<file path="config.mk">
export PLATFORM = sky130hd
export DESIGN_NAME = motion_settings
export DESIGN_NICKNAME = d
export VERILOG_FILES = /design/src/rtl/motion_pkg.sv /design/src/rtl/motion_settings.sv
export SDC_FILE = /design/constraint.sdc
export NUM_CORES = 2
export LEC_CHECK = 0
export BUFFER_PORTS_ARGS = -buffer_cell sky130_fd_sc_hd__buf_2
export CAP_MARGIN = 20
export CORE_MARGIN = 2
export CORE_UTILIZATION = 30
export CTS_BUF_LIST = sky130_fd_sc_hd__clkbuf_16
export CTS_CLUSTER_DIAMETER = 40
export DETAILED_ROUTE_END_ITERATION = 10
export GPL_TIMING_DRIVEN = 0
export HOLD_SLACK_MARGIN = 0.02
export SYNTH_ARGS = -nofsm -noshare
export SYNTH_HDL_FRONTEND = slang
export SYNTH_SLANG_ARGS = --single-unit
export TNS_END_PERCENT = 100
</file>
<file path="constraint.sdc">
create_clock -name MCLK -period 4.65 [get_ports MCLK]
set_clock_uncertainty 0.1 [all_clocks]
set_input_delay 0.93 -clock MCLK [delete_from_list [all_inputs] [get_ports MCLK]]
set_output_delay 0.93 -clock MCLK [all_outputs]
set_load 0.02 [all_outputs]
</file>
<file path="src/rtl/motion_pkg.sv">
// Constants, types and helpers for the two-axis settings and homing block
// Behaviour
// RULE_01 - Edits act at once; restart restores saved
// RULE_02 - Leaving edit asks: confirm saves, stop skips
// RULE_03 - After confirmation return to jog mode
// RULE_04 - Restore switch or command loads factory defaults
// RULE_05 - Four speed groups per axis, group one default
// RULE_06 - Speeds 10 to 500000 pps, defaults 500/3000
// RULE_07 - Ramp 1 to 1000 ms, default 100
// RULE_08 - Group one drives host speed; host writes groups
// RULE_09 - Group ramp also governs stops and reversals
// RULE_10 - Angle codes 0-15 select partition factors
// RULE_11 - Separate angle code per axis, default 02
// RULE_12 - Edits and homing accepted only from allowed modes
// RULE_13 - Homing only from jog or step feed
// RULE_14 - Home flagged axes; origin zeroes, prior mode back
// RULE_15 - Home failure flags error, only stop clears
// RULE_16 - Speed edit: confirm advances, high steps back
// RULE_17 - Out-of-range speed and ramp values are clamped
package motion_pkg;
	localparam logic [18:0] RATE_MIN = 19'h0000A;
	localparam logic [18:0] RATE_MAX = 19'h7A120;
	localparam logic [18:0] LOW_DEF  = 19'h001F4;
	localparam logic [18:0] HIGH_DEF = 19'h00BB8;
	localparam logic [9:0]  RAMP_MIN = 10'h001;
	localparam logic [9:0]  RAMP_MAX = 10'h3E8;
	localparam logic [9:0]  RAMP_DEF = 10'h064;
	localparam logic [3:0]  ANGLE_DEF = 4'h2;
	localparam logic [1:0]  AXG_DEF  = 2'h0;
	// Register byte offsets
	localparam logic [7:0] OFF_CMD   = 8'h00;
	localparam logic [7:0] OFF_EDIT  = 8'h04;
	localparam logic [7:0] OFF_STAT  = 8'h08;
	localparam logic [7:0] OFF_IST   = 8'h0C;
	localparam logic [7:0] OFF_IMASK = 8'h10;
	localparam logic [7:0] OFF_HSEL  = 8'h14;
	localparam logic [7:0] OFF_AXGRP = 8'h18;
	localparam logic [7:0] OFF_ANGLE = 8'h1C;
	localparam logic [7:0] OFF_GRP0  = 8'h20;
	localparam logic [7:0] OFF_GRP3E = 8'h5B;
	// Status field positions
	localparam int ST_ITEM_LSB = 12;
	localparam int ST_HRUN_LSB = 16;
	localparam int ST_FAIL_BIT = 18;
	// Interrupt bits
	localparam int IRQ_HDONE = 0;
	localparam int IRQ_HFAIL = 1;
	localparam int IRQ_SAVED = 2;
	// Command codes written to OFF_CMD
	localparam logic [7:0] CMD_SPEED   = 8'h01;
	localparam logic [7:0] CMD_ANGLE   = 8'h02;
	localparam logic [7:0] CMD_PARAM   = 8'h03;
	localparam logic [7:0] CMD_ABSMOVE = 8'h04;
	localparam logic [7:0] CMD_JS      = 8'h05;
	localparam logic [7:0] CMD_HOME    = 8'h06;
	localparam logic [7:0] CMD_ENT     = 8'h10;
	localparam logic [7:0] CMD_HIGH    = 8'h11;
	localparam logic [7:0] CMD_MENU    = 8'h12;
	localparam logic [7:0] CMD_STOP    = 8'h13;
	localparam logic [7:0] CMD_RESTART = 8'h20;
	localparam logic [7:0] CMD_RESTORE = 8'h21;
	localparam logic [1:0] RESP_OKAY   = 2'h0;
	localparam logic [1:0] RESP_SLVERR = 2'h2;

	typedef enum logic [8:0] {
		M_JOG     = 9'h001,
		M_STEP    = 9'h002,
		M_ABSMOVE = 9'h004,
		M_SPEED   = 9'h008,
		M_ANGLE   = 9'h010,
		M_PARAM   = 9'h020,
		M_CONF    = 9'h040,
		M_HOME    = 9'h080,
		M_ERR     = 9'h100
	} mode_t;

	typedef struct packed {
		logic [18:0] low;
		logic [18:0] high;
		logic [9:0]  ramp;
	} grp_t;

	typedef struct packed {
		logic [18:0] low;
		logic [18:0] high;
		logic [9:0]  ramp;
		logic [8:0]  part2;
		logic [3:0]  code;
	} axcfg_t;

	// RULE_10 partition factor table
	// Partition factor times two (2.5 becomes 5)
	function automatic logic [8:0] part2(input logic [3:0] c);
		case (c)
			4'h0: part2 = 9'h002;
			4'h1: part2 = 9'h004;
			4'h2: part2 = 9'h005;
			4'h3: part2 = 9'h008;
			4'h4: part2 = 9'h00A;
			4'h5: part2 = 9'h010;
			4'h6: part2 = 9'h014;
			4'h7: part2 = 9'h028;
			4'h8: part2 = 9'h032;
			4'h9: part2 = 9'h050;
			4'hA: part2 = 9'h064;
			4'hB: part2 = 9'h0A0;
			4'hC: part2 = 9'h0C8;
			4'hD: part2 = 9'h0FA;
			4'hE: part2 = 9'h190;
			default: part2 = 9'h1F4;
		endcase
	endfunction

	// RULE_06 RULE_17 speed clamp
	function automatic logic [18:0] clamp_rate(input logic [31:0] v);
		if (v < 32'(RATE_MIN))
			clamp_rate = RATE_MIN;
		else if (v > 32'(RATE_MAX))
			clamp_rate = RATE_MAX;
		else
			clamp_rate = v[18:0];
	endfunction

	// RULE_07 RULE_17 ramp clamp
	function automatic logic [9:0] clamp_ramp(input logic [31:0] v);
		if (v < 32'(RAMP_MIN))
			clamp_ramp = RAMP_MIN;
		else if (v > 32'(RAMP_MAX))
			clamp_ramp = RAMP_MAX;
		else
			clamp_ramp = v[9:0];
	endfunction

	typedef struct packed {
		logic             aw_rdy;
		logic             w_rdy;
		logic             aw_ok;
		logic             w_ok;
		logic             b_v;
		logic             ar_rdy;
		logic             r_v;
		logic [1:0]       b_resp;
		logic [1:0]       r_resp;
		logic [7:0]       waddr;
		logic [31:0]      wdata;
		logic [3:0]       wstrb;
		logic [31:0]      rdata;
		logic [4:0]       s1;
		logic [4:0]       s2;
		logic             rst_d;
		mode_t            mode;
		mode_t            prior;
		logic [3:0]       item;
		grp_t [3:0]       grp;
		grp_t [3:0]       grp_sv;
		logic [1:0][3:0]  step_angle_mode;
		logic [1:0][3:0]  ang_sv;
		logic [1:0][1:0]  axg;
		logic [1:0]       hsel;
		logic [1:0]       hrun;
		logic [1:0]       zero;
		logic             flash;
		logic             fail_ind;
		logic [2:0]       ist;
		logic [2:0]       imask;
		axcfg_t [1:0]     cfg;
		logic             irq;
	} st_t;
endpackage

</file>
<file path="src/rtl/motion_settings.sv">
// Settings store, mode control and origin return behind an AXI4-Lite slave
//
// Implementation choices: the register offsets and the AXI4-Lite slave port.
`timescale 1ns/1ps
module motion_settings import motion_pkg::*; #(
	parameter int ADDR_W = 8
) (
	input  wire logic              MCLK,
	input  wire logic              SRST,
	input  wire logic [ADDR_W-1:0] AWADDR,
	input  wire logic              AWVALID,
	output logic                   AWREADY,
	input  wire logic [31:0]       WDATA,
	input  wire logic [3:0]        WSTRB,
	input  wire logic              WVALID,
	output logic                   WREADY,
	output logic [1:0]             BRESP,
	output logic                   BVALID,
	input  wire logic              BREADY,
	input  wire logic [ADDR_W-1:0] ARADDR,
	input  wire logic              ARVALID,
	output logic                   ARREADY,
	output logic [31:0]            RDATA,
	output logic [1:0]             RRESP,
	output logic                   RVALID,
	input  wire logic              RREADY,
	input  wire logic [1:0]        ORIGIN_IN,
	input  wire logic [1:0]        HOME_FAIL_IN,
	input  wire logic              RESTORE_SW,
	output axcfg_t                 AXIS_A_CFG,
	output axcfg_t                 AXIS_B_CFG,
	output logic [1:0]             HOME_RUN,
	output logic [1:0]             COORD_ZERO,
	output logic                   HOME_FAIL_IND,
	output logic                   FLASH_WRITE,
	output mode_t                  MODE,
	output logic                   IRQ
);
	if (ADDR_W < 8) begin : g_chk
		$error("ADDR_W must be at least 8");
	end

	st_t         s;
	st_t         n;
	logic        wr;
	logic        cmd_v;
	logic [7:0]  cmd;
	logic        edit_v;
	logic [31:0] wd;
	logic [31:0] m;
	logic [2:0]  ev;
	logic [2:0]  clr;
	logic        restore;
	logic [1:0]  g;

	function automatic logic reg_hit(input logic [7:0] a);
		if (a[1:0] != 2'h0)
			reg_hit = 1'b0;
		else if (a >= OFF_GRP0)
			reg_hit = (a <= OFF_GRP3E) && (a[3:2] != 2'h3);
		else
			reg_hit = 1'b1;
	endfunction

	function automatic logic [31:0] reg_rd(input logic [7:0] a);
		logic [1:0] gi;
		gi = 2'(a[7:4] - 4'h2);
		reg_rd = '0;
		if (a >= OFF_GRP0) begin
			case (a[3:2])
				2'h0: reg_rd = 32'(s.grp[gi].low);
				2'h1: reg_rd = 32'(s.grp[gi].high);
				2'h2: reg_rd = 32'(s.grp[gi].ramp);
				default: reg_rd = '0;
			endcase
		end else begin
			case (a)
				OFF_STAT: begin
					reg_rd[8:0] = s.mode;
					reg_rd[ST_ITEM_LSB +: 4] = s.item;
					reg_rd[ST_HRUN_LSB +: 2] = s.hrun;
					reg_rd[ST_FAIL_BIT] = s.fail_ind;
				end
				OFF_IST:   reg_rd = 32'(s.ist);
				OFF_IMASK: reg_rd = 32'(s.imask);
				OFF_HSEL:  reg_rd = 32'(s.hsel);
				OFF_AXGRP: reg_rd = 32'(s.axg);
				OFF_ANGLE: reg_rd = 32'(s.step_angle_mode);
				default:   reg_rd = '0;
			endcase
		end
	endfunction

	always_comb begin
		n = s;
		n.flash = 1'b0;
		n.zero = '0;
		ev = '0;
		clr = '0;
		n.s1 = {RESTORE_SW, HOME_FAIL_IN, ORIGIN_IN};
		n.s2 = s.s1;
		n.rst_d = s.s2[4];
		// Read channel
		if (s.r_v && RREADY)
			n.r_v = 1'b0;
		if (ARVALID && s.ar_rdy) begin
			n.r_v = 1'b1;
			n.rdata = reg_rd(ARADDR[7:0]);
			n.r_resp = reg_hit(ARADDR[7:0]) ? RESP_OKAY : RESP_SLVERR;
		end
		n.ar_rdy = !n.r_v;
		// Write channel: address and data in either order
		m = {{8{s.wstrb[3]}}, {8{s.wstrb[2]}},
			{8{s.wstrb[1]}}, {8{s.wstrb[0]}}};
		wd = (reg_rd(s.waddr) & ~m) | (s.wdata & m);
		wr = s.aw_ok && s.w_ok && !s.b_v;
		if (s.b_v && BREADY)
			n.b_v = 1'b0;
		if (wr) begin
			n.aw_ok = 1'b0;
			n.w_ok = 1'b0;
			n.b_v = 1'b1;
			n.b_resp = reg_hit(s.waddr) ? RESP_OKAY : RESP_SLVERR;
		end
		if (AWVALID && s.aw_rdy) begin
			n.aw_ok = 1'b1;
			n.waddr = AWADDR[7:0];
		end
		if (WVALID && s.w_rdy) begin
			n.w_ok = 1'b1;
			n.wdata = WDATA;
			n.wstrb = WSTRB;
		end
		n.aw_rdy = !n.aw_ok && !n.b_v;
		n.w_rdy = !n.w_ok && !n.b_v;
		cmd_v = wr && s.waddr == OFF_CMD && s.wstrb[0];
		cmd = s.wdata[7:0];
		edit_v = wr && s.waddr == OFF_EDIT;
		g = 2'(s.waddr[7:4] - 4'h2);
		// RULE_15 error lockout
		if (wr && s.mode != M_ERR) begin
			if (s.waddr == OFF_IST)
				clr = wd[2:0];
			if (s.waddr == OFF_IMASK)
				n.imask = wd[2:0];
			if (s.waddr == OFF_HSEL)
				n.hsel = wd[1:0];
			if (s.waddr == OFF_AXGRP)
				n.axg = wd[3:0];
			// RULE_08 host group writes
			if (reg_hit(s.waddr) && s.waddr >= OFF_GRP0) begin
				// RULE_17 range clamp
				case (s.waddr[3:2])
					2'h0: n.grp[g].low = clamp_rate(wd);
					2'h1: n.grp[g].high = clamp_rate(wd);
					default: n.grp[g].ramp = clamp_ramp(wd);
				endcase
			end
		end
		// RULE_01 restart reloads saved values
		if (cmd_v && cmd == CMD_RESTART && s.mode != M_ERR) begin
			n.grp = s.grp_sv;
			n.step_angle_mode = s.ang_sv;
		end
		unique case (s.mode)
			// RULE_12 mode entry gating
			M_JOG, M_STEP, M_ABSMOVE: if (cmd_v) begin
				if (cmd == CMD_SPEED || cmd == CMD_PARAM) begin
					n.mode = (cmd == CMD_SPEED) ? M_SPEED : M_PARAM;
					n.item = '0;
				end else if (cmd == CMD_ANGLE && s.mode == M_JOG) begin
					n.mode = M_ANGLE;
					n.item = '0;
				end else if (cmd == CMD_JS && s.mode != M_ABSMOVE) begin
					n.mode = (s.mode == M_JOG) ? M_STEP : M_JOG;
				end else if (cmd == CMD_ABSMOVE && s.mode != M_ABSMOVE) begin
					n.mode = M_ABSMOVE;
				end else if (cmd == CMD_STOP && s.mode == M_ABSMOVE) begin
					n.mode = M_JOG;
				end else if (cmd == CMD_HOME && s.mode != M_ABSMOVE) begin
					// RULE_13 homing from jog or step only
					n.mode = M_HOME;
					n.prior = s.mode;
					n.hrun = s.hsel;
				end
			end
			M_SPEED: begin
				// RULE_01 edit takes effect at once
				if (edit_v) begin
					case (s.item[1:0])
						2'h0: n.grp[s.item[3:2]].low = clamp_rate(wd);
						2'h1: n.grp[s.item[3:2]].high = clamp_rate(wd);
						default: n.grp[s.item[3:2]].ramp = clamp_ramp(wd);
					endcase
				end
				// RULE_16 item walk
				if (cmd_v && cmd == CMD_ENT)
					n.item = (s.item[1:0] == 2'h2) ?
						{s.item[3:2] + 2'h1, 2'h0} : s.item + 4'h1;
				else if (cmd_v && cmd == CMD_HIGH)
					n.item = (s.item[1:0] == 2'h0) ?
						{s.item[3:2] - 2'h1, 2'h2} : s.item - 4'h1;
				else if (cmd_v && cmd == CMD_MENU)
					n.mode = M_CONF;
			end
			M_ANGLE: begin
				if (edit_v)
					n.step_angle_mode[s.item[0]] = wd[3:0];
				if (cmd_v && cmd == CMD_ENT)
					n.item = {3'h0, ~s.item[0]};
				else if (cmd_v && cmd == CMD_MENU)
					n.mode = M_CONF;
			end
			M_PARAM: if (cmd_v && cmd == CMD_MENU)
				n.mode = M_CONF;
			M_CONF: if (cmd_v) begin
				// RULE_02 confirm saves, stop keeps temporary
				if (cmd == CMD_ENT) begin
					n.grp_sv = s.grp;
					n.ang_sv = s.step_angle_mode;
					n.flash = 1'b1;
					ev[IRQ_SAVED] = 1'b1;
				end
				// RULE_03 back to jog
				if (cmd == CMD_ENT || cmd == CMD_STOP)
					n.mode = M_JOG;
			end
			M_HOME: begin
				// RULE_14 per-axis origin stop and zero
				n.zero = s.hrun & s.s2[1:0];
				n.hrun = s.hrun & ~s.s2[1:0];
				if (|(s.hrun & s.s2[3:2])) begin
					n.mode = M_ERR;
					n.hrun = '0;
					n.fail_ind = 1'b1;
					ev[IRQ_HFAIL] = 1'b1;
				end else if (cmd_v && cmd == CMD_STOP) begin
					n.mode = s.prior;
					n.hrun = '0;
				end else if (n.hrun == '0) begin
					n.mode = s.prior;
					ev[IRQ_HDONE] = 1'b1;
				end
			end
			M_ERR: if (cmd_v && cmd == CMD_STOP) begin
				// RULE_15 stop clears the error
				n.mode = s.prior;
				n.fail_ind = 1'b0;
			end
			default: n.mode = M_JOG;
		endcase
		// RULE_04 factory defaults
		// Switch and command alike are locked out by a home failure
		restore = ((s.s2[4] && !s.rst_d) ||
			(cmd_v && cmd == CMD_RESTORE)) && s.mode != M_ERR;
		if (restore) begin
			for (int i = 0; i < 4; i++) begin
				n.grp[i] = '{LOW_DEF, HIGH_DEF, RAMP_DEF};
				n.grp_sv[i] = '{LOW_DEF, HIGH_DEF, RAMP_DEF};
			end
			n.step_angle_mode = {ANGLE_DEF, ANGLE_DEF};
			n.ang_sv = {ANGLE_DEF, ANGLE_DEF};
			n.flash = 1'b1;
		end
		n.ist = (s.ist & ~clr) | ev;
		n.irq = |(n.ist & n.imask);
		// RULE_09 group ramp feeds every stop and reversal
		for (int i = 0; i < 2; i++)
			n.cfg[i] = {n.grp[n.axg[i]], part2(n.step_angle_mode[i]), n.step_angle_mode[i]};
	end

	always_ff @(posedge MCLK) begin
		if (SRST) begin
			s <= '0;
			s.mode <= M_JOG;
			s.prior <= M_JOG;
			// RULE_05 group defaults
			for (int i = 0; i < 4; i++) begin
				s.grp[i] <= '{LOW_DEF, HIGH_DEF, RAMP_DEF};
				s.grp_sv[i] <= '{LOW_DEF, HIGH_DEF, RAMP_DEF};
			end
			// RULE_11 per-axis angle default
			s.step_angle_mode <= {ANGLE_DEF, ANGLE_DEF};
			s.ang_sv <= {ANGLE_DEF, ANGLE_DEF};
			s.axg <= {AXG_DEF, AXG_DEF};
			for (int i = 0; i < 2; i++)
				s.cfg[i] <= {LOW_DEF, HIGH_DEF, RAMP_DEF,
					part2(ANGLE_DEF), ANGLE_DEF};
		end else begin
			s <= n;
		end
	end

	assign AWREADY = s.aw_rdy;
	assign WREADY = s.w_rdy;
	assign BVALID = s.b_v;
	assign BRESP = s.b_resp;
	assign ARREADY = s.ar_rdy;
	assign RVALID = s.r_v;
	assign RDATA = s.rdata;
	assign RRESP = s.r_resp;
	assign AXIS_A_CFG = s.cfg[0];
	assign AXIS_B_CFG = s.cfg[1];
	assign HOME_RUN = s.hrun;
	assign COORD_ZERO = s.zero;
	assign HOME_FAIL_IND = s.fail_ind;
	assign FLASH_WRITE = s.flash;
	assign MODE = s.mode;
	assign IRQ = s.irq;
endmodule

</file>
; Yosys cells after proc, flatten, opt, wreduce, memory -nomap -nowiden
; Memory sizes are Yosys's and may differ from the RTL's. A register that Yosys moved wholly into a read port is not among the register bits.
; Index checks and enable logic that the tools add are counted.
[word_totals]
mem_bits_rw = 0
in_bits = 64
word_cells = 389
latchBits = 0
ff_bits = 635
romBits = 288
output_inout_bits = 179
mem_count = 2
[classes]
multipliers = 0
mux = 153
n_reduce_logical = 66
n_div = 0
n_addsub = 6
n_eq_ne = 63
n_lt_le_gt_ge = 17
shifts = 0
bitwise_logic = 19
[memory_table]
columns = name, words, width, read_ports, rd_ports_with_merged_regs, wr, line
row1 = (name not given), 16, 9, 1, 1, 0, motion_pkg.sv:94  ; case (c)
row2 = (name not given), 16, 9, 1, 1, 0, motion_pkg.sv:94
[ops]
columns = operator, n
row1 = $mux 192, 8
row2 = $bwmux 192, 6
row3 = $pmux 192 s2, 2
row4 = $demux 48 s2, 6
row5 = $mux 400, 1
row6 = $bmux 48 s2, 4
row7 = $mux 48, 6
row8 = $mux 19, 14
row9 = $mux 9, 20
row10 = $pmux 19 s3, 2
row11 = $pmux 9 s6, 2
row12 = $mux 10, 10
row13 = $eq 8x5->1 const B, 12
row14 = $and 32x32->32, 2
row15 = $mux 32, 2
row16 = $pmux 9 s7, 1
row17 = $mux 29, 2
row18 = $mux 8, 6
row19 = $mux 4, 9
row20 = $ne 2x2->1 const B, 17
row21 = $logic_and 1x1->1, 33
row22 = $eq 8x3->1 const B, 4
row23 = $eq 8x4->1 const B, 4
row24 = $gt 32x10->1 const B, 1
row25 = other kinds (66), 150

; Longest topological paths before layout
[logic_depth]
word_depth = 25
depth_mapped = 20
ltp_nobuf = 14

; Worst setup path after synthesis
; No wires, ideal clock.
[synth_timing]
kind = register to register
start = reg s, in the netlist MODE[0]
end = reg, netlist name AXIS_A_CFG[7]
stages_incl_launch_ff = 16
setup_time_ps = 117
arrival_time_ps = 3752
t_required_ps = 4433
n_path_buf = 4
path_slack_ps = 681
period_less_slack_ps = 3969
path_cell_list = dfxtp_1 clkbuf_1 nor4_1 nand3_1 nand3_1 clkbuf_1 clkbuf_1 buf_1 nand2_1 nand3_1 o21ai_0 or2_2 ha_1 nand2_1 nand2_1 a32o_1
[synth_via]
elab_chain_len = 8
elab_cells_between_ends = 13
classes_between = eq/ne (2) / mux (7) / bitwise (2) / reduce/logical (2)
[synth_lines]
columns = element, line
row1 = start: declaration, motion_settings.sv:43  ; st_t s;
row2 = start signal: assignment, motion_settings.sv:290  ; s <= n;
row3 = $pmux 9 s6, motion_settings.sv:77  ; case (a)
row4 = $mux 32, motion_settings.sv:69  ; if (a >= OFF_GRP0) begin
row5 = $and 32x32->32, motion_settings.sv:115  ; wd = (reg_rd(s.waddr) & ~m) | (s.wdata & m);
row6 = $or 32x32->32, motion_settings.sv:115
row7 = $bwmux 8, motion_settings.sv:208  ; n.step_angle_mode[s.item[0]] = wd[3:0];
row8 = $mux 8, motion_settings.sv:207  ; if (edit_v)
row9 = $mux 8, motion_settings.sv:165  ; unique case (s.mode)
row10 = $mux 400 (*), motion_settings.sv:256  ; if (restore) begin
; Every way passes the cells marked *; elsewhere a longest branch is shown, timed or not.
; A chain may end at the register's enable or synchronous reset.

; Worst setup path after layout
[layout_timing]
start = reg s[645] (netlist bit)
end = reg s, in the netlist AXIS_A_CFG[49]
[layout_via]
elab_chain_len = 23
elab_cells_between_ends = 59
classes_between = order compare (4) / eq/ne (10) / mux (31) / bitwise (2) / reduce/logical (12)
[layout_lines]
columns = element, line
row1 = "parallel branches: the longest is 21 deep, another holds $gt 32x19->1", --
row2 = $bmux 48 s2 (*), motion_settings.sv:269  ; n.cfg[i] = {n.grp[n.axg[i]], part2(n.step_angle_mode[i]), n.step_angle_mode[i]};
row3 = $mux 48 (implied by the code) (*), motion_settings.sv:269
; Mark *: on every way between the ends. The select of a mux whose other input is x is not followed.

==> results.py <==
metrics = {
    "run_status": {
        "status": "finished with violations",
        "violations": "negative setup slack",
    },
    "setup_path": {
        "cp.arrival_ps": 5340,
        "worstSetupPathType": "register to register",
        "crit_chain": "nor2b_1, clkbuf_1, clkbuf_4, nand4_1, nor2_2, clkbuf_2, and3_1, nand2b_1, o22ai_1, a31oi_1, a21oi_1, mux2_2, a21oi_1",
        "cp_slowest_stage_delay_ps": 710,
        "cp_max_fo": 10,
        "crit_path_frequent_cell": "a21oi_1",
        "crit_family": "simple AND/OR/NAND/NOR gates",
        "reg2reg_from": "s[645]$_SDFFE_PP0P_",
        "start_kind": "register",
        "worstRegToRegCells": 13,
        "path_buf_inv": 3,
        "critPathRequiredTime_ps": 5120,
        "r2r_slack_ps": -220,
        "crit_slowest_cell": "a21oi_1",
        "rr_endpoint": "AXIS_A_CFG[49]$_SDFF_PP1_",
        "crit_path_end_kind": "register",
    },
    "global_routing": {
        "grt_max_degree": 17,
        "grt_overflow": 0,
        "grt_pass1_wl_um": 389000,
        "antenna_found_initial": 47,
        "grt_pass1_vias": 39015,
        "gr-usage-all-layers": 0.507,
    },
    "floorplanning": {
        "row_count": 124,
        "start_util": 0.301,
        "core_area_sq_um": 114000,
        "die_h_um": 342,
        "fp.dieW_um": 342,
        "die-area_sq_um": 117000,
        "io_pins": 243,
    },
    "detailed_routing": {
        "firstDrtPassIters": 6,
        "vias": 43349,
        "drc": 0,
        "drt-initial-drc-count": 7204,
        "wire_per_inst_um": 46.2,
        "ant_nets": 0,
        "via_per_inst": 6.54,
        "totalWireLength_um": 306000,
    },
    "power": {
        "p_int_w": 0.0125,
        "powerDensity_nw_per_um2": 371,
        "p_clk_frac": 0.581,
        "switching_share": 0.290,
        "combPwrFrac": 0.104,
        "p_sw_w": 0.00510,
        "finalPower_w": 0.0176,
        "seqPwrFrac": 0.316,
        "max-vdd-ir-drop_uv": 388,
        "leakagePower_nw": 18.5,
    },
    "finish": {
        "nets": 5070,
        "syn2layout_area_growth_pct": 38.2,
        "design_area_sq_um": 47400,
        "layout-drive-gt1-share": 0.285,
    },
    "synthesis": {
        "ys_types": 100,
        "synth_warnings": 0,
        "synthesis.area_sq_um": 34300,
        "seq_area_frac_synth": 0.372,
        "synth-async-reset-ratio": 0,
        "avgSynthCellArea_sq_um": 7.81,
        "synth_area_leaders": "dfxtp_1 37%, nand2_1 9.5%, a21oi_1 6.4%",
        "synth_cells": 4395,
        "ys.flop_type": "dfxtp_1",
        "yosysTopAreaCell": "dfxtp_1",
        "ys_seq_elements": 638,
        "synth_edf_count": 0,
        "synth.top_cell.area_share": 0.372,
    },
    "cts": {
        "cts_tree": "done",
        "numCtsBuffers": 141,
        "cts_hold_buffers": 0,
        "ctsHtreeMaxLevel": 4,
        "cts_buffer_depth": 3,
        "clk_transition_reported_paths_ps": 60,
        "root_buffer": "clkbuf_16",
        "numClockSinks": 638,
        "clkLatencyLatePin_ps": 780,
    },
    "worst_hold_path": {
        "worstHoldStart": "HOME_FAIL_IN[0]",
        "hold_depth": 2,
        "hp-class": "input port to register",
        "hold_end": "n[566]$_SDFF_PP0_",
    },
    "place": {
        "dp_hpwl_um": 239000,
        "pre_cts_slack_ps": -2920,
        "port_buffers": 224,
        "gp_congestion": 1.11,
        "placed_cell_area_sq_um": 39200,
    },
    "timing": {
        "rsz0062_at_grt": "true",
        "worst_slack_ps": -222,
        "hold_viol_final": 0,
        "relSlewSlack": 0.0648,
        "timing.final.crit_share": 1.05,
        "period_minus_slack_ps": 4870,
        "fin_setup_tns_ps": -5110,
        "clock.fmax_mhz": 205,
        "worstMarginPinSlew_ps": 1400,
        "setup_viol": 66,
        "timing.hold.ws_ps": 270,
        "finalMaxSlewViolations": 0,
    },
    "flow_run": {
        "max_cap_viol_count": 0,
    },
}
==> flip-flops by register name, summed over array words and instances (netlist names), 2 cells and up <==
register / count
AXIS_A_CFG: 61
AXIS_B_CFG: 61
COORD_ZERO: 2
HOME_RUN: 2
MODE: 9
RDATA: 19
cmd: 8
m: 4
n: 6
s: 456
==> final cells by class <==
type	instances	area (sq um)
clock inverters	114	1200
fillers	11740	66400
flip-flops and latches	638	12800
inverters	41	169
clock buffers	143	3580
multi-input cells	3225	20600
repair buffers	444	3860
well taps	1512	1890
diodes	28	70.1
plain buffers	488	3300
==> power groups by stage <==
| stage | combinational, W | sequential (W) | clock (W) |
|---|---|---|---|
| 2_1_floorplan | 0.000639 | 0.00565 | 0 |
| 3_3_place_gp | 0.00136 | 0.00566 | 0 |
| 3_5_place_dp | 0.00142 | 0.00566 | 0 |
| 4_1_cts | 0.00166 | 0.00555 | 0.0102 |
| 5_1_grt | 0.00177 | 0.00555 | 0.0105 |
| 6_report | 0.00182 | 0.00555 | 0.0102 |
==> layer usage <==
metal / wire length, um / global-route usage / up-vias
met2: 119000 / 0.694 / 3884
met5: 228 / 0 / -
met3: 42900 / 0.224 / 1279
met1: 114000 / 0.608 / 21385
met4: 30600 / 0.413 / 32
li1: - / - / 16769
==> metrics by stage <==
stage	cells	utilization
after floorplan	4409	-
after global placement	6145	0.328
after detailed placement	6264	0.344
after CTS	6573	0.410
after global routing	6606	0.416
final	6633	0.417
==> synthesized netlist by cell type (12+ instances only) <==
master      n
a211oi_1   29
a21oi_1   436
a221o_1    18
a221oi_1   45
a22o_1     12
a22oi_1    69
a31oi_1    31
a32oi_1    58
and2_1     68
and3_1     33
buf_1      32
buf_2      18
buf_4     177
clkbuf_1  264
dfxtp_1   638
ha_1       27
inv_1      40
mux2_2     20
mux2i_1   120
mux4_2     67
nand2_1   866
nand2b_1   28
nand3_1   159
nand4_1    20
nor2_1    399
nor2b_1    47
nor3_1     99
nor4_1     15
o211ai_1   19
o21ai_0   177
o21ai_1    15
o221ai_1   28
o22ai_1    76
o32ai_1    18
or2_2      17
or3_1      36
==> placed cells by master (no fill, tap or decap), types with 91 or more instances in the layout <==
cell / Yosys / final
clkbuf_2: 2 / 91
buf_4: 177 / 281
dfxtp_1: 638 / 636
clkbuf_1: 264 / 110
nand3_1: 159 / 146
buf_2: 18 / 246
a21oi_1: 436 / 388
clkbuf_16: 0 / 146
nor2_1: 399 / 361
nand2_1: 866 / 842
mux2i_1: 120 / 112
o21ai_0: 177 / 139
==> kinds of logic after synthesis <==
kind of cell             synth area share
other                            0.000109
buffers and inverters              0.0827
adder cells (fa/ha/maj)            0.0101
multiplexers                       0.0855
XOR/XNOR                          0.00179
AND/OR/NAND/NOR                     0.235
flip-flops                          0.372
AO/OA/AOI/OAI                       0.213
==> worst reg2reg max path: cells and delay by family, from the launching register on <==
| kind | cells | cell delay [ps] |
|---|---|---|
| AND/OR/NAND/NOR | 5 | 1460 |
| AO/OA/AOI/OAI | 4 | 1220 |
| buffers and inverters | 3 | 1210 |
| flip-flops | 1 | 400 |
| multiplexers | 1 | 290 |
==> what timing repair did <==
action                                  4_1_cts  5_1_grt
pin swaps                                    37       25
gates resized for setup                     575      102
gates cloned                                  0        1
endpoints found under the setup margin      520      399
buffers inserted                             66       32
==> worst max-delay path by stage <==
stage	startpoint	to	slack, ps	depth (start not counted)
3_3_place_gp	s[646]$_SDFFE_PP0P_	AXIS_A_CFG[20]$_SDFF_PP0_	-4560	14
3_5_place_dp	s[645]$_SDFFE_PP0P_	AXIS_A_CFG[32]$_SDFF_PP1_	-2920	15
5_1_grt	s[645]$_SDFFE_PP0P_	AXIS_B_CFG[29]$_SDFF_PP0_	-40	15
2_1_floorplan	MODE[0]$_SDFFE_PP1P_	AXIS_A_CFG[7]$_SDFF_PP0_	680	15
4_1_cts	s[645]$_SDFFE_PP0P_	AXIS_A_CFG[60]$_SDFF_PP0_	-70	18
6_report	s[645]$_SDFFE_PP0P_	AXIS_A_CFG[49]$_SDFF_PP1_	-220	13
(Power assumes the default switching activity.)
